**config.mk**
```make
export PLATFORM = sky130hd
export DESIGN_NAME = operand_format_classifier
export DESIGN_NICKNAME = d
export VERILOG_FILES = /design/src/verilog/operand_format_pkg.sv /design/src/verilog/fp_field_decoder.sv /design/src/verilog/operand_format_classifier.sv
export SDC_FILE = /design/constraint.sdc
export NUM_CORES = 1
export LEC_CHECK = 0
export BUFFER_PORTS_ARGS = -buffer_cell sky130_fd_sc_hd__clkbuf_2
export CAP_MARGIN = 40
export CORE_AREA = 2 2 459 461
export DETAILED_ROUTE_END_ITERATION = 12
export DIE_AREA = 0 0 461 463
export PLACE_DENSITY = 0.34
export SLEW_MARGIN = 20
export SYNTH_ARGS = -nofsm -noshare
export SYNTH_HDL_FRONTEND = slang
export SYNTH_SLANG_ARGS = --single-unit
```
**constraint.sdc**
```tcl
create_clock -name clock -period 1.4 [get_ports clock]
set_clock_uncertainty 0.15 [all_clocks]
set_input_delay 0.28 -clock clock [delete_from_list [all_inputs] [get_ports clock]]
set_output_delay 0.28 -clock clock [all_outputs]
set_load 0.03 [all_outputs]
```
**src/verilog/operand_format_pkg.sv**
```systemverilog
/*
 * Shared constants and types for the operand format classifier: field
 * widths, exponent biases, class bit positions and alignment masks.
 * Assumes a single core clock domain; nothing here holds state.
 */
package operand_format_pkg;

    // ************************************************************
    // Format selections
    // ************************************************************
    typedef enum logic [1:0] {FMT_SINGLE, FMT_DOUBLE, FMT_QUAD} fp_fmt_t;
    typedef enum logic [1:0] {INT_BYTE, INT_HALF, INT_WORD, INT_DWORD} int_width_t;
    typedef enum logic [1:0] {SIMD_PACKED_UNSIGNED_BYTE_LANES, SIMD_PACKED_SIGNED_HALF_LANES, SIMD_PACKED_SIGNED_WORD_LANES} simd_fmt_t;

    // ************************************************************
    // Floating-point field layout
    // ************************************************************
    localparam int SP_FRAC_W = 23;
    localparam int DP_FRAC_W = 52;
    localparam int QP_FRAC_W = 112;
    localparam int EXP_OUT_W = 15;
    localparam int FRAC_OUT_W = 112;
    localparam int UEXP_W = 17;
    localparam int OPER_W = 128;
    localparam logic [14:0] SP_EXP_MAX = 15'h00ff;
    localparam logic [14:0] DP_EXP_MAX = 15'h07ff;
    localparam logic [14:0] QP_EXP_MAX = 15'h7fff;
    localparam logic signed [16:0] SP_BIAS = 17'sh0007f;
    localparam logic signed [16:0] DP_BIAS = 17'sh003ff;
    localparam logic signed [16:0] QP_BIAS = 17'sh03fff;
    localparam logic signed [16:0] UEXP_ONE = 17'sh00001;

    // ************************************************************
    // Class encoding, one bit per class
    // ************************************************************
    localparam int CLS_W = 6;
    localparam int CLS_NORMAL = 0;
    localparam int CLS_SUBNORMAL = 1;
    localparam int CLS_ZERO = 2;
    localparam int CLS_INF = 3;
    localparam int CLS_SNAN = 4;
    localparam int CLS_QNAN = 5;
    localparam logic [5:0] CLS_RESET = 6'h04;

    // ************************************************************
    // Registers, alignment and packing
    // ************************************************************
    localparam logic [5:0] FP_SINGLE_DIRECT_MAX = 6'h1f;
    localparam logic [3:0] WORD_ALIGN_MASK = 4'h3;
    localparam logic [3:0] DWORD_ALIGN_MASK = 4'h7;
    localparam logic [3:0] QUAD_ALIGN_MASK = 4'hf;
    localparam int BYTE_LANES = 8;
    localparam logic [7:0] LANE_START_PACKED_UNSIGNED_BYTE_LANES = 8'hff;
    localparam logic [7:0] LANE_START_PACKED_SIGNED_HALF_LANES = 8'h55;
    localparam logic [7:0] LANE_START_PACKED_SIGNED_WORD_LANES = 8'h11;
    localparam int TAG_W = 2;

endpackage : operand_format_pkg

```
**src/verilog/fp_field_decoder.sv**
```systemverilog
/*
 * Combinational splitter and classifier for one floating-point operand
 * in single, double or quad precision.
 * Assumes the operand is right-aligned in a 128-bit word; the caller
 * registers every output.
 */
`timescale 1ns/1ps
module fp_field_decoder
    import operand_format_pkg::*;
(
    input wire fp_fmt_t fmt,
    input wire logic [127:0] operand,
    output logic sign,
    output logic [14:0] exp_field,
    output logic [111:0] frac_field,
    output logic signed [16:0] exp_unbiased,
    output logic [5:0] class_onehot
);

    // ************************************************************
    // Field extraction
    // ************************************************************
    wire is_single = (fmt == FMT_SINGLE);
    wire is_double = (fmt == FMT_DOUBLE);
    // Fraction right-aligned so the numeric value is unchanged per format
    wire [111:0] sp_frac = {89'h0, operand[22:0]};
    wire [111:0] dp_frac = {60'h0, operand[51:0]};
    wire [14:0] sp_exp = {7'h00, operand[30:23]};
    wire [14:0] dp_exp = {4'h0, operand[62:52]};
    wire [14:0] exp_max = is_single ? SP_EXP_MAX : (is_double ? DP_EXP_MAX : QP_EXP_MAX);
    wire signed [16:0] bias = is_single ? SP_BIAS : (is_double ? DP_BIAS : QP_BIAS);
    // Leading fraction bit separates quiet from signalling NaN
    wire frac_msb = is_single ? operand[22] : (is_double ? operand[51] : operand[111]);

    assign sign = is_single ? operand[31] : (is_double ? operand[63] : operand[127]);
    assign exp_field = is_single ? sp_exp : (is_double ? dp_exp : operand[126:112]);
    assign frac_field = is_single ? sp_frac : (is_double ? dp_frac : operand[111:0]);

    // ************************************************************
    // Classification
    // ************************************************************
    wire exp_zero = (exp_field == 15'h0000);
    wire exp_ones = (exp_field == exp_max);
    wire frac_zero = (frac_field == 112'h0);

    assign class_onehot[CLS_NORMAL] = !exp_zero && !exp_ones;
    assign class_onehot[CLS_SUBNORMAL] = exp_zero && !frac_zero;
    assign class_onehot[CLS_ZERO] = exp_zero && frac_zero;
    assign class_onehot[CLS_INF] = exp_ones && frac_zero;
    assign class_onehot[CLS_SNAN] = exp_ones && !frac_msb && !frac_zero;
    assign class_onehot[CLS_QNAN] = exp_ones && frac_msb;

    // Subnormals use the smallest normal exponent with no hidden one
    wire signed [16:0] exp_ext = $signed({2'b00, exp_field});
    assign exp_unbiased = class_onehot[CLS_NORMAL] ? 17'(exp_ext - bias) :
                          (class_onehot[CLS_SUBNORMAL] ? 17'(UEXP_ONE - bias) : 17'sh00000);

endmodule : fp_field_decoder

```
**src/verilog/operand_format_classifier.sv**
```systemverilog
/*
 * Operand format block of the core datapath: decodes floating-point
 * operands, places integer and floating values into register words and
 * memory images, adds packed SIMD lanes and splits tagged words.
 * Assumes all inputs are synchronous to clock; every result appears one
 * clock after its inputs and stays until the inputs change.
 */
`timescale 1ns/1ps

module operand_format_classifier
    import operand_format_pkg::*;
(
    input wire logic clock,
    input wire logic rst_b,
    // Floating-point operand side
    input wire fp_fmt_t fp_fmt,
    input wire logic [127:0] fp_operand,
    input wire logic [5:0] fp_reg_num,
    input wire logic [3:0] fp_mem_addr,
    // Integer operand side
    input wire int_width_t int_width,
    input wire logic int_signed,
    input wire logic [63:0] int_operand,
    input wire logic little_endian,
    // Packed lane side
    input wire simd_fmt_t simd_fmt,
    input wire logic [63:0] simd_a,
    input wire logic [63:0] simd_b,
    // Tagged word
    input wire logic [31:0] tagged_word,
    // Floating-point results
    output logic fp_sign,
    output logic [14:0] fp_exp,
    output logic [111:0] fp_frac,
    output logic signed [16:0] fp_exp_unbiased,
    output logic [5:0] fp_class,
    output logic [31:0] double_fp_word_high,
    output logic [31:0] double_fp_word_low,
    output logic [31:0] quad_fp_word_first,
    output logic [31:0] quad_fp_word_second,
    output logic [31:0] quad_fp_word_third,
    output logic [31:0] quad_fp_word_fourth,
    output logic fp_reg_legal,
    output logic fp_mem_legal,
    output logic fp_mem_preferred,
    // Integer results
    output logic [63:0] signed_extword,
    output logic [63:0] unsigned_extword,
    output logic [31:0] signed_dword_high,
    output logic [31:0] signed_dword_low,
    output logic [31:0] unsigned_dword_high,
    output logic [31:0] unsigned_dword_low,
    output logic [63:0] mem_dword_image,
    // Packed lane result
    output logic [63:0] simd_sum,
    // Tagged word results
    output logic [1:0] tag_bits,
    output logic tag_nonzero,
    output logic [63:0] tag_value
);

    // ************************************************************
    // Floating-point field decode
    // ************************************************************
    logic dec_sign;                 // Sign from the selected format
    logic [14:0] dec_exp;           // Biased exponent, zero-extended
    logic [111:0] dec_frac;         // Fraction, right-aligned
    logic signed [16:0] dec_uexp;   // Unbiased exponent
    logic [5:0] dec_class;          // One-hot class

    // Shared decoder keeps one classification path for all formats
    fp_field_decoder u_decoder (
        .fmt(fp_fmt),
        .operand(fp_operand),
        .sign(dec_sign),
        .exp_field(dec_exp),
        .frac_field(dec_frac),
        .exp_unbiased(dec_uexp),
        .class_onehot(dec_class)
    );

    // ************************************************************
    // Floating-point register and memory placement
    // ************************************************************
    // Single precision only names the lower half of the file
    wire single_reg_ok = (fp_reg_num <= FP_SINGLE_DIRECT_MAX);
    // Double needs an even register, quad a multiple of four
    wire double_reg_ok = (fp_reg_num[0] == 1'b0);
    wire quad_reg_ok = (fp_reg_num[1:0] == 2'b00);
    wire next_reg_legal = (fp_fmt == FMT_SINGLE) ? single_reg_ok :
                          ((fp_fmt == FMT_DOUBLE) ? double_reg_ok : quad_reg_ok);
    // Word alignment is all that is required; wider is only faster
    wire next_mem_legal = ((fp_mem_addr & WORD_ALIGN_MASK) == 4'h0);
    wire [3:0] pref_mask = (fp_fmt == FMT_SINGLE) ? WORD_ALIGN_MASK :
                           ((fp_fmt == FMT_DOUBLE) ? DWORD_ALIGN_MASK : QUAD_ALIGN_MASK);
    wire next_mem_preferred = ((fp_mem_addr & pref_mask) == 4'h0);

    // ************************************************************
    // Integer width extension
    // ************************************************************
    // Narrow data is widened into a full 64-bit register entry
    wire [63:0] next_sext = (int_width == INT_BYTE) ? {{56{int_operand[7]}}, int_operand[7:0]} :
                            (int_width == INT_HALF) ? {{48{int_operand[15]}}, int_operand[15:0]} :
                            (int_width == INT_WORD) ? {{32{int_operand[31]}}, int_operand[31:0]} :
                            int_operand;
    wire [63:0] next_zext = (int_width == INT_BYTE) ? {56'h0, int_operand[7:0]} :
                            (int_width == INT_HALF) ? {48'h0, int_operand[15:0]} :
                            (int_width == INT_WORD) ? {32'h0, int_operand[31:0]} :
                            int_operand;
    // One memory image serves both doubleword and extended-word views
    wire [63:0] mem_source = int_signed ? next_sext : next_zext;

    // ************************************************************
    // Per-byte logic: lane adders and byte reversal
    // ************************************************************
    // Lane boundaries cut the carry chain; a binary point has no effect
    wire [7:0] lane_start = (simd_fmt == SIMD_PACKED_UNSIGNED_BYTE_LANES) ? LANE_START_PACKED_UNSIGNED_BYTE_LANES :
                            ((simd_fmt == SIMD_PACKED_SIGNED_HALF_LANES) ? LANE_START_PACKED_SIGNED_HALF_LANES : LANE_START_PACKED_SIGNED_WORD_LANES);
    wire [8:0] carry;               // Carry into each byte
    wire [63:0] lane_sum;           // Raw per-byte sums
    wire [63:0] mem_swapped;        // Byte-reversed image
    assign carry[0] = 1'b0;

    genvar gi;
    generate
        for (gi = 0; gi < BYTE_LANES; gi = gi + 1) begin : g_byte
            // Carry only flows within one lane
            wire cin = lane_start[gi] ? 1'b0 : carry[gi];
            wire [8:0] byte_sum = {1'b0, simd_a[8*gi +: 8]} + {1'b0, simd_b[8*gi +: 8]}
                                  + {8'h00, cin};
            assign lane_sum[8*gi +: 8] = byte_sum[7:0];
            assign carry[gi+1] = byte_sum[8];
            // Reversing bytes of 64 bits also reverses the word order
            assign mem_swapped[8*gi +: 8] = mem_source[8*(7-gi) +: 8];
        end
    endgenerate

    // Byte lanes occupy only the low word; the high word reads zero
    wire [63:0] next_simd = (simd_fmt == SIMD_PACKED_UNSIGNED_BYTE_LANES) ? {32'h0, lane_sum[31:0]} :
                            lane_sum;
    wire [63:0] next_mem_image = little_endian ? mem_swapped : mem_source;

    // ************************************************************
    // Tagged word split
    // ************************************************************
    // Upper 30 bits are a signed value, extended to a full entry
    wire [63:0] next_tag_value = {{34{tagged_word[31]}}, tagged_word[31:2]};

    // ************************************************************
    // Output registers
    // ************************************************************
    // Floating decode results, one clock after the operand
    always_ff @(posedge clock or negedge rst_b) begin
        if (!rst_b) begin
            fp_sign <= 1'b0;
            fp_exp <= 15'h0000;
            fp_frac <= 112'h0;
            fp_exp_unbiased <= 17'sh00000;
            fp_class <= CLS_RESET;
        end else begin
            fp_sign <= dec_sign;
            fp_exp <= dec_exp;
            fp_frac <= dec_frac;
            fp_exp_unbiased <= dec_uexp;
            fp_class <= dec_class;
        end
    end

    // Floating register words; a double uses the low 64 operand bits
    always_ff @(posedge clock or negedge rst_b) begin
        if (!rst_b) begin
            double_fp_word_high <= 32'h0;
            double_fp_word_low <= 32'h0;
            quad_fp_word_first <= 32'h0;
            quad_fp_word_second <= 32'h0;
            quad_fp_word_third <= 32'h0;
            quad_fp_word_fourth <= 32'h0;
        end else begin
            double_fp_word_high <= fp_operand[63:32];
            double_fp_word_low <= fp_operand[31:0];
            quad_fp_word_first <= fp_operand[127:96];
            quad_fp_word_second <= fp_operand[95:64];
            quad_fp_word_third <= fp_operand[63:32];
            quad_fp_word_fourth <= fp_operand[31:0];
        end
    end

    // Legality flags for register number and memory address
    always_ff @(posedge clock or negedge rst_b) begin
        if (!rst_b) begin
            fp_reg_legal <= 1'b0;
            fp_mem_legal <= 1'b0;
            fp_mem_preferred <= 1'b0;
        end else begin
            fp_reg_legal <= next_reg_legal;
            fp_mem_legal <= next_mem_legal;
            fp_mem_preferred <= next_mem_preferred;
        end
    end

    // Integer words: the pair split goes high half to the even register
    always_ff @(posedge clock or negedge rst_b) begin
        if (!rst_b) begin
            signed_extword <= 64'h0;
            unsigned_extword <= 64'h0;
            signed_dword_high <= 32'h0;
            signed_dword_low <= 32'h0;
            unsigned_dword_high <= 32'h0;
            unsigned_dword_low <= 32'h0;
            mem_dword_image <= 64'h0;
        end else begin
            signed_extword <= next_sext;
            unsigned_extword <= next_zext;
            signed_dword_high <= next_sext[63:32];
            signed_dword_low <= next_sext[31:0];
            unsigned_dword_high <= next_zext[63:32];
            unsigned_dword_low <= next_zext[31:0];
            mem_dword_image <= next_mem_image;
        end
    end

    // Packed lane sum and tagged word fields
    always_ff @(posedge clock or negedge rst_b) begin
        if (!rst_b) begin
            simd_sum <= 64'h0;
            tag_bits <= 2'b00;
            tag_nonzero <= 1'b0;
            tag_value <= 64'h0;
        end else begin
            simd_sum <= next_simd;
            tag_bits <= tagged_word[TAG_W-1:0];
            tag_nonzero <= (tagged_word[TAG_W-1:0] != 2'b00);
            tag_value <= next_tag_value;
        end
    end
endmodule : operand_format_classifier

```
=== Yosys cells after proc, flatten, opt, wreduce, memory -nomap -nowiden ===
Cells that the tools add are included.

* Register bits after elaboration: 699
* Bits of input ports: 372
* Word-level logic and storage cells: 104
* Output and inout port bits: 797

* $lt $le $gt $ge: 1
* Reductions and logical operators: 20
* Bitwise gates (word level): 2
* Multiplexer cells: 36
* Equal/unequal tests: 5
* Add/subtract/negate cells: 17

{| class="wikitable"
|+ Operators with widths
! kind !! count
|-
| $mux W64 || 9
|-
| $mux W112 || 2
|-
| $logic_not A112 Y1 || 1
|-
| $add A8 B8 Y9 || 7
|-
| $mux W15 || 4
|-
| $add A9 B1 Y9 || 6
|-
| $mux W17 || 3
|-
| $sub A16 B17 Y17 || 1
|-
| $sub A2 B17 Y17 const A || 1
|-
| $eq A15 B15 Y1 || 1
|-
| $logic_not A15 Y1 || 1
|-
| $mux W14 || 1
|-
| $mux W1 || 13
|-
| $add A8 B1 Y8 || 1
|-
| $add A8 B8 Y8 || 1
|-
| $logic_not A2 Y1 || 4
|-
| $logic_not A4 Y1 || 2
|-
| $mux W4 || 2
|-
| $mux W8 || 1
|-
| $logic_and A1 B1 Y1 || 7
|-
| $mux W7 || 1
|-
| $eq A2 B1 Y1 const B || 3
|-
| $le A6 B5 Y1 const B || 1
|-
| $and A4 B4 Y4 || 1
|-
| 4 further kinds || 7
|}

=== Logic depth before layout (Yosys ltp) ===
Gate-level depths: netlist of the first run.

* Word-level depth: 18
* Depth in mapped cells: 37
* Mapped depth without buffers: 37

=== Cells and area by module ===
A second synthesis of the first run with hierarchy kept.

* Cells, all modules: 1870
* Area total of the unflattened synthesis: 22427.8 sq um

{| class="wikitable"
|+ By module, submodules not included
! module !! times used !! seq. area each (sq um) !! cells an instance !! area each (sq um)
|-
| operand_format_classifier || 1 || 14089.8 || 1539 || 20298.2
|-
| fp_field_decoder || 1 || 0.0 || 331 || 2129.5
|}

=== Worst setup path after synthesis of the first run ===
OpenSTA, ideal clock, no wires.

* Kind: input-to-reg
* Start: in simd_a[0]
* End: reg simd_sum[30]
* Setup slack: -5165 ps
* Stages: 32
* Data arrival time: 6335 ps
* Setup time: 80 ps
* Cell sequence: ha_1 -> fa_1 -> a21oi_1 -> nor2_1 -> nor2_1 -> nor2b_1 -> o21a_1 -> o21ai_0 -> a21oi_1 -> fa_1 -> fa_1 -> a21o_1 -> a21oi_1 -> nor2b_1 -> o21a_1 -> o21ai_0 -> a21oi_1 -> fa_1 -> fa_1 -> a21o_1 -> a21oi_1 -> nor2b_1 -> o21a_1 -> o21ai_0 -> a21oi_1 -> fa_1 -> fa_1 -> a21o_1 -> a21oi_1 -> o21bai_1 -> a21oi_1 -> xnor2_1

* Longest elaborated chain between the ends: 8

{| class="wikitable"
|+ Ends and longest elaborated chain
! item !! line !! text
|-
| start, declared || operand_format_classifier.sv:27 || <nowiki>input wire logic [63:0] simd_a,</nowiki>
|-
| $add A8 B8 Y9 || operand_format_classifier.sv:129 || <nowiki>wire [8:0] byte_sum = {1'b0, simd_a[8*gi +: 8]} + {1'b0, simd_b[8*gi +: 8]}</nowiki>
|-
| $mux W1 || operand_format_classifier.sv:128 || <nowiki>wire cin = lane_start[gi] ? 1'b0 : carry[gi];</nowiki>
|-
| $add A9 B1 Y9 || operand_format_classifier.sv:130 || <nowiki>+ {8'h00, cin};</nowiki>
|-
| $mux W1 || operand_format_classifier.sv:128 ||
|-
| $add A9 B1 Y9 || operand_format_classifier.sv:130 ||
|-
| $mux W1 || operand_format_classifier.sv:128 ||
|-
| $add A9 B1 Y9 || operand_format_classifier.sv:130 ||
|-
| named net g_byte[3].byte_sum[6] || operand_format_classifier.sv:129 ||
|-
| $mux W64 || operand_format_classifier.sv:139 || <nowiki>wire [63:0] next_simd = (simd_fmt == SIMD_PACKED_UNSIGNED_BYTE_LANES) ? {32'h0, lane_sum[31:0]} :</nowiki>
|-
| end signal, assigned || operand_format_classifier.sv:230 || <nowiki>simd_sum <= next_simd;</nowiki>
|-
| end, declared || operand_format_classifier.sv:55 || <nowiki>output logic [63:0] simd_sum,</nowiki>
|}

The timed path passes the listed nets, and every way through them passes these cells.

=== Worst setup path in the final report of the first run ===
* Start: in simd_b[0]
* End: reg simd_sum[30]

* Longest elaborated chain between the ends: 8

{| class="wikitable"
|+ Ends and longest elaborated chain
! item !! line !! text
|-
| start, declared || operand_format_classifier.sv:28 || <nowiki>input wire logic [63:0] simd_b,</nowiki>
|-
| $add A8 B8 Y9 || operand_format_classifier.sv:129 ||
|-
| $mux W1 || operand_format_classifier.sv:128 ||
|-
| $add A9 B1 Y9 || operand_format_classifier.sv:130 ||
|-
| $mux W1 || operand_format_classifier.sv:128 ||
|-
| $add A9 B1 Y9 || operand_format_classifier.sv:130 ||
|-
| $mux W1 || operand_format_classifier.sv:128 ||
|-
| $add A9 B1 Y9 || operand_format_classifier.sv:130 ||
|-
| named net g_byte[3].byte_sum[6] || operand_format_classifier.sv:129 ||
|-
| $mux W64 || operand_format_classifier.sv:139 ||
|}

The timed path passes the listed nets, and every way through them passes these cells.

==> impl_results.md, run 1 <==
- Critical path launch point: simd_b[0]
- Core Area: between 200,000 and 250,000 µm²
- Drt drc: 0
- Clk pwr share: 0.361
- YS warnings: 0
- Mapped Area: 21,800 µm²
- Synthesized Nets: roughly 2,200
- Maximum VDD drop: ~0.83 mV
- Via density: about 3.2
- Crit share post-route: 4.15
- Post-DP HPWL: roughly 120,000 µm
- Failing checks: negative hold slack, negative setup slack
- Layout cells sized above 1: 0.598
- Commonest non-fill, non-tap cell in the layout: buf_4
- IO buf count: between 1,000 and 1,500
- Switching power: between 0.015 and 0.02 W
- Clk buf depth: 3
- Seq/Total Area, Yosys: 0.619
- Startpoint Class: input port
- Total global-route track usage: 0.133
- Setup CP Type: input port to flop
- Routed Antenna Nets: 0
- Avg Inst Size Synth: 12.1 µm²
- Largest net degree at the start of global routing: 41
- Comb power frac: 0.303
- CP Max Fanout: 2
- TritonCTS buffer count: roughly 70
- Critical Path AT: between 6 and 7 ns
- Initial DRC Count: 963
- Critical path capture point type: flop
- Routability cong.: just under 0.9
- TritonRoute pass-1 iters: 4
- Die area: approximately 210,000 µm²
- Status: complete, but fails checks
- Initial antenna violation count: 17
- Hold EP: simd_sum[24]$_DFF_PN0_
- Commonest cells after routing, fill and taps aside: buf_4 (462), buf_8 (438), dfrtp_1 (405)
- Hold Crit Depth: 2
- RSZ-0062 raised after global routing: true
- Synth Register Bits: 540
- Post-synthesis cell type count: 62
- Seq pwr share: 0.336
- Power per standard cell area: roughly 1100 nW/µm²
- First-pass GRT wire length: ~190,000 µm
- Post-route insts no fill: roughly 6,500
- Worst-Margin Slew: approximately 0.53 ns
- Final #Nets: slightly above 4,000
- Yosys top cell area share: 0.617
- Clk sinks: 540
- Placed cells: about 6,000
- Die Y: 463 µm
- Io pins: 1,169
- CTS root buffer: clkbuf_16
- Final-layout fill cell count: around 22,000
- Most frequent CP cell: fa_2
- Worst min path class: input port to flop
- Maximum operating frequency: about 0.17 GHz
- Place WS: -5.29 ns
- Internal: between 0.03 and 0.04 W
- Total of max-cap violations: 0
- Gr ovfl total: 0
- Final hold slack: -0.243 ns
- Worst path max stage delay: 0.41 ns
- Synth area leader: dfrtp_1
- Total power: approximately 0.054 W
- WL final: 146,000 µm
- Routed vias: 20,600
- Die W: roughly 460 µm
- Final Util: 0.237
- Tmin final: approximately 5.8 ns
- Worst EP required: 1.86 ns
- Slew headroom: 0.644
- Reg clk slew, reported paths: roughly 0.06 ns
- FFs w/ async S/R, synth: 1.00
- Drt wl/cell: 22.5 µm
- Max-slew violations: 0
- Number of cell rows: 168
- EDFF count, synth: 0
- H-Tree Depth: 3
- Hold Crit Start: simd_b[24]
- Area Growth Syn to Fin: 126%
- Endpoints failing hold: 15
- CTS tree: built
- Setup ws final: -4.42 ns
- Switching part of the total: 0.326
- Vias in the first global route: about 23,000
- Mapped Cells: 1,801
- Starting Density: 0.105
- Leakage: ~23 nW
- Final setup vio count: between 900 and 1,000
- Top_reg_cell synth: dfrtp_1
- Synth top area cells: dfrtp_1 (62%), buf_4 (8.8%), ha_1 (3.6%)
- CP max-delay cell: fa_2
## stage by stage
stage,setup TNS [ns],instance area [µm²]
floorplan,-163.90,22600
global placement,-259.51,34200
detailed placement,-257.42,34200
CTS,-537.02,48300
global route,-489.67,49400
finish,-411.09,49400
## final cells by class
type                       count  area [µm²]  share of cell area
multi-input combinational    869        7050               0.143
timing repair buffer        2083       22400               0.453
clock buffer                  98        1990              0.0403
clock inverter                31         453             0.00917
antenna                        9        22.5            0.000456
inverter                      78         310             0.00628
sequential                   540       13700               0.277
tap                         2805        3510              0.0711
## cell usage after synthesis, types with 14 or more instances
| cell type | instances |
|---|---|
| dfrtp_1 | 539 |
| buf_4 | 257 |
| nand2_1 | 125 |
| nor2_1 | 90 |
| a21oi_1 | 89 |
| inv_1 | 76 |
| and2_1 | 65 |
| ha_1 | 62 |
| mux2i_1 | 61 |
| nor2b_1 | 58 |
| o21ai_0 | 51 |
| clkbuf_1 | 45 |
| xnor2_1 | 42 |
| nor4_1 | 29 |
| and3_1 | 18 |
| a21o_1 | 17 |
| nor3_1 | 16 |
| fa_1 | 14 |
| xor2_1 | 14 |
## critical path: cells and delay by family
kind                     cells  cell delay (ns)
adder cells (fa/ha/maj)      8             2.78
AO/OA/AOI/OAI               18             2.55
buffers and inverters        1             0.13
AND/OR/NAND/NOR              5             0.37
XOR/XNOR                     1             0.13
## registers in the layout, indices dropped and copies added (netlist names)
| signal | count |
|---|---|
| fp_frac | 89 |
| mem_dword_image | 64 |
| simd_sum | 64 |
| unsigned_extword | 63 |
| signed_extword | 55 |
| quad_fp_word_first | 32 |
| quad_fp_word_fourth | 32 |
| quad_fp_word_second | 32 |
| quad_fp_word_third | 32 |
| tag_value | 30 |
| fp_exp_unbiased | 17 |
| fp_exp | 15 |
| fp_class | 6 |
| tag_bits | 2 |
| fp_mem_legal | 1 |
| fp_mem_preferred | 1 |
| fp_reg_legal | 1 |
| fp_sign | 1 |
| signed_dword_high | 1 |
| tag_nonzero | 1 |
| unsigned_dword_high | 1 |
## cell families after synthesis
kind of cell    synth area share
fa+ha+maj                 0.0483
simple gates               0.105
mux                       0.0326
compound gates            0.0586
buf+inv                    0.114
flops                      0.619
xor+xnor                  0.0224
## power groups by stage
stage	Combinational (W)	Clock [W]	Sequential, W
2_1_floorplan	0.00376	0	0.0202
3_3_place_gp	0.0120	0	0.0180
3_5_place_dp	0.0119	0	0.0180
4_1_cts	0.0160	0.0203	0.0180
5_1_grt	0.0172	0.0208	0.0183
6_report	0.0163	0.0194	0.0181
## routing by layer
layer  global-route usage  vias to the layer above  part of all wire
met1                0.131                    10100              0.34
met4               0.0438                       12             0.030
met2                0.240                      902              0.52
met5                    0                        -           0.00048
met3               0.0638                      159              0.11
li1                     -                     9381                 -
## how the worst max path moves through the flow
stage,endpoint,cells past startpoint,slack [ns]
final,simd_sum[30]$_DFF_PN0_,33,-4.42
after global routing,simd_sum[62]$_DFF_PN0_,38,-4.61
after floorplan,simd_sum[62]$_DFF_PN0_,37,-4.75
after detailed placement,simd_sum[62]$_DFF_PN0_,38,-5.29
after CTS,simd_sum[30]$_DFF_PN0_,33,-4.34
after global placement,simd_sum[62]$_DFF_PN0_,38,-5.29
## timing repair
| item | in CTS | in global routing |
|---|---|---|
| pin swaps | 50 | 60 |
| hold buffers | 340 | 16 |
| endpoints found under the setup margin | 868 | 1006 |
| endpoints found under the hold margin | 1059 | 34 |
| cloned | 2 | 6 |
| resized for setup | 1772 | 594 |
| buffers inserted | 72 | 30 |
Power figures use the tool's default switching activity.
==> run 2, diff against run 1 <==
Settings changed: CORE_AREA 2 2 459 461 to 2 2 457 459, DIE_AREA 0 0 461 463 to 0 0 459 461, SYNTH_HIERARCHICAL set to 1.
Clock period 1.4 ns to 6.2 ns, I/O delays scaled along.
==> run 2 against run 1 <==
  * The flow finishes with violations (negative setup slack)
  * Via count decreased by 12%
  * Die area fell by 0.86%
  * Total power shrank 80%
  * Sequential power down 77%
  * Critical endpoint is now simd_sum[62]$_DFF_PN0_
  * Largest power group unchanged
==> impl_results.md, run 2 <==
- Max FFs per register: 112 (+26%)
- Final Instance Area: 33,000 µm² (-33%)
- Post-synthesis compound-gate area fraction: 0.0779 (+0.0194)
- Maximum operating frequency: roughly 0.16 GHz
- Routed Antenna Nets: 0 (unchanged)
- Power per standard cell area: 333 nW/µm² (-70%)
- Gr ovfl total: 0 (unchanged)
- Drt wl/cell: 24.3 µm (+8.1%)
- Io pins: 1,169 (unchanged)
- CTS tree: built
- FFs w/ async S/R, synth: 1.00 (unchanged)
- Status: complete, but fails checks
- H-Tree Depth: 3 (unchanged)
- Most flops, register: fp_frac
- Synth top area cells: dfrtp_1 (63%), buf_4 (8.8%), ha_1 (3.3%)
- Largest net degree at the start of global routing: 115 (+180%)
- Reg clk slew, reported paths: 0.06 ns (about the same)
- CP Max Fanout: 2 (unchanged)
- Leakage: 16.3 nW (-29%)
- Commonest non-fill, non-tap cell in the layout: clkbuf_2
- Slew headroom: 0.391 (-0.252)
- Setup ws final: -0.164 ns (+4.25 ns)
- CTS root buffer: clkbuf_16
- YS warnings: 6 (+6)
- Placed cells: 5,493 (-8.0%)
- TritonCTS buffer count: 76 (+7.0%)
- Die W: 459 µm (-0.43%)
- Synth area leader: dfrtp_1
- Routed vias: 18,200 (-12%)
- Final #Nets: 3,325 (-19%)
- Adder-cell share of the synthesized area: 0.0454 (-0.00292)
- Cell Area, Placed: 30,200 µm² (-12%)
- Worst path max stage delay: 0.42 ns (about the same)
- Setup CP Type: input port to flop
- EDFF count, synth: 0 (unchanged)
- Avg Inst Size Synth: 12.0 µm² (-1.1%)
- Vias in the first global route: 19,000 (-17%)
- Via density: 3.21 (+1.7%)
- Final setup vio count: 4 (-99.6%)
- Final-layout fill cell count: 23,300 (+5.1%)
- Startpoint Class: input port
- Commonest cells after routing, fill and taps aside: clkbuf_2 (1,160), dfrtp_1 (562), nand2_1 (139)
- TritonRoute pass-1 iters: 5 (+1)
- Cts hold-fix bufs: 0 (-100%)
- Mapped Area: 22,400 µm² (+2.7%)
- Post-DP HPWL: 115,000 µm (-3.8%)
- Maximum VDD drop: 0.203 mV (-76%)
- Core Area: 206,000 µm² (-1.0%)
- Initial antenna violation count: 33 (+16)
- Total global-route track usage: 0.125 (-0.00724)
- WL final: 137,000 µm (-6.1%)
- Crit share post-route: 1.03
- Simple-gate share of the synthesized area: 0.111 (+0.00531)
- Mux cell area share after synthesis: 0.00692 (-0.0257)
- Most frequent CP cell: fa_2
- Max-slew violations: 0 (unchanged)
- Count leader, synth: dfrtp_1
- Layout cells sized above 1: 0.496 (-0.102)
- Top_reg_cell synth: dfrtp_1
- Die area: 212,000 µm² (-0.86%)
- Worst EP required: 6.61 ns (+4.75 ns)
- CP max-delay cell: fa_2
- RSZ-0062 raised after global routing: true
- Clk buf depth: 3 (unchanged)
- Critical path capture point type: flop
- Total of max-cap violations: 0 (unchanged)
- IO buf count: 1,165 (unchanged)
- Final hold slack: 0.452 ns (+0.695 ns)
- Routability cong.: 0.829 (-4.6%)
- Synthesized Nets: 2,315 (+2.9%)
- Yosys top cell area share: 0.627 (+0.00972)
- Failing checks: negative setup slack
- Largest family of logic cells by synthesized area: buffers and inverters
- Seq/Total Area, Yosys: 0.628 (+0.00969)
- Number of cell rows: 167 (-0.60%)
- Clk sinks: 563 (+4.3%)
- Tmin final: 6.36 ns
- Starting Density: 0.109 (+0.00386)
- Area Growth Syn to Fin: 47.1%
- Synth cell count leaders: dfrtp_1 (562), buf_4 (264), nand2_1 (140)
- First-pass GRT wire length: 178,000 µm (-7.9%)
- Synth Register Bits: 563 (+4.3%)
- Post-Synth XOR/XNOR Area: 0.0172 (-0.00527)
- Mapped Cells: 1,870 (+3.8%)
- Die Y: 461 µm (-0.43%)
- Post-synthesis cell type count: 78 (+26%)
- Initial DRC Count: 966 (+0.31%)
- Worst-Margin Slew: 0.905 ns (+0.374 ns)
- Endpoints failing hold: 0 (-15)
- Post-route insts no fill: 5,656 (-13%)
- Largest regs: fp_frac (112), mem_dword_image (64), simd_sum (64)
- Worst min path class: input port to asynchronous set/reset pin
- Critical Path AT: 6.77 ns (+0.50 ns)
- Drt drc: 0 (unchanged)
[run 2: cell count changes after synthesis, sizes merged, moves of 18 or more]
cell   change
nor2b     -18
o21ai     +19
dfrtp     +23
a21oi     +24
nor3      +37
mux2i     -53
[run 2: layer usage]
metal / part of all wire / up-vias / track usage / wire length (µm)
met1: 0.37 / 9034 / 0.136 / 51000
met3: 0.13 / 149 / 0.0713 / 17800
li1: - / 7997 / - / -
met5: 0.0013 / - / 0 / 178
met2: 0.47 / 953 / 0.208 / 65200
met4: 0.023 / 30 / 0.0330 / 3190
[run 2: path summary, 6_finish.rpt]
| kind | startpoint | endpoint | slack [ns] |
|---|---|---|---|
| max in group asynchronous | rst_b | simd_sum[33]$_DFF_PN0_ | 4.24 |
| worst min-delay path | rst_b | tag_value[1]$_DFF_PN0_ | 0.45 |
| worst max-delay path | simd_b[32] | simd_sum[62]$_DFF_PN0_ | -0.16 |
| min in group clock | tagged_word[31] | tag_value[29]$_DFF_PN0_ | 0.52 |
[run 2: power breakdown]
group,internal (W),total [W],switching (W)
registers,0.00396,0.00413,0.000170
clock network,0.00268,0.00456,0.00189
logic,0.000609,0.00229,0.00168
[run 2: logic make-up (layout without fill, tap and decap cells)]
| kind of cell | count (synthesis) | in the layout |
|---|---|---|
| flip-flops | 563 | 563 |
| AND/OR/NAND/NOR | 491 | 491 |
| buffers and inverters | 397 | 1466 |
| AO/OA/AOI/OAI | 288 | 288 |
| adder cells (fa/ha/maj) | 73 | 73 |
| XOR/XNOR | 44 | 44 |
| multiplexers | 14 | 14 |
| other | 0 | 13 |
[run 2: critical path: cells and delay by family]
kind	cells	cell delay, ns
simple gates	4	0.53
mux	1	0.19
fa+ha+maj	8	2.72
compound gates	15	1.98
buf+inv	2	0.11
[run 2: final cells by class]
type                            instances  area (µm²)  area share
Sequential cell                       563       14100       0.427
Timing Repair Buffer                 1251        6620       0.201
Multi-Input combinational cell        910        6000       0.182
Tap cell                             2704        3380       0.103
Clock buffer                          110        2220      0.0673
Clock inverter                         27         344      0.0104
Inverter                               78         298     0.00903
Antenna cell                           13        32.5    0.000986
[run 2: what timing repair did]
item / in CTS / in global routing
resized for setup: 12 / 14
pin swaps: 13 / 17
endpoints found under the setup margin: 7 / 7
buffers inserted: 5 / 6
[run 2: through the flow]
step	TNS [ns]	setup slack (ns)	total power [W]	utilization
after floorplan	-1.99	-0.600	0.00549	-
final	-0.322	-0.164	0.0110	0.160
after CTS	-0.0703	-0.0703	0.0112	0.159
after global placement	-10.74	-1.53	0.00651	0.146
after global routing	-1.66	-0.356	0.0115	0.160
after detailed placement	-12.05	-1.61	0.00651	0.146
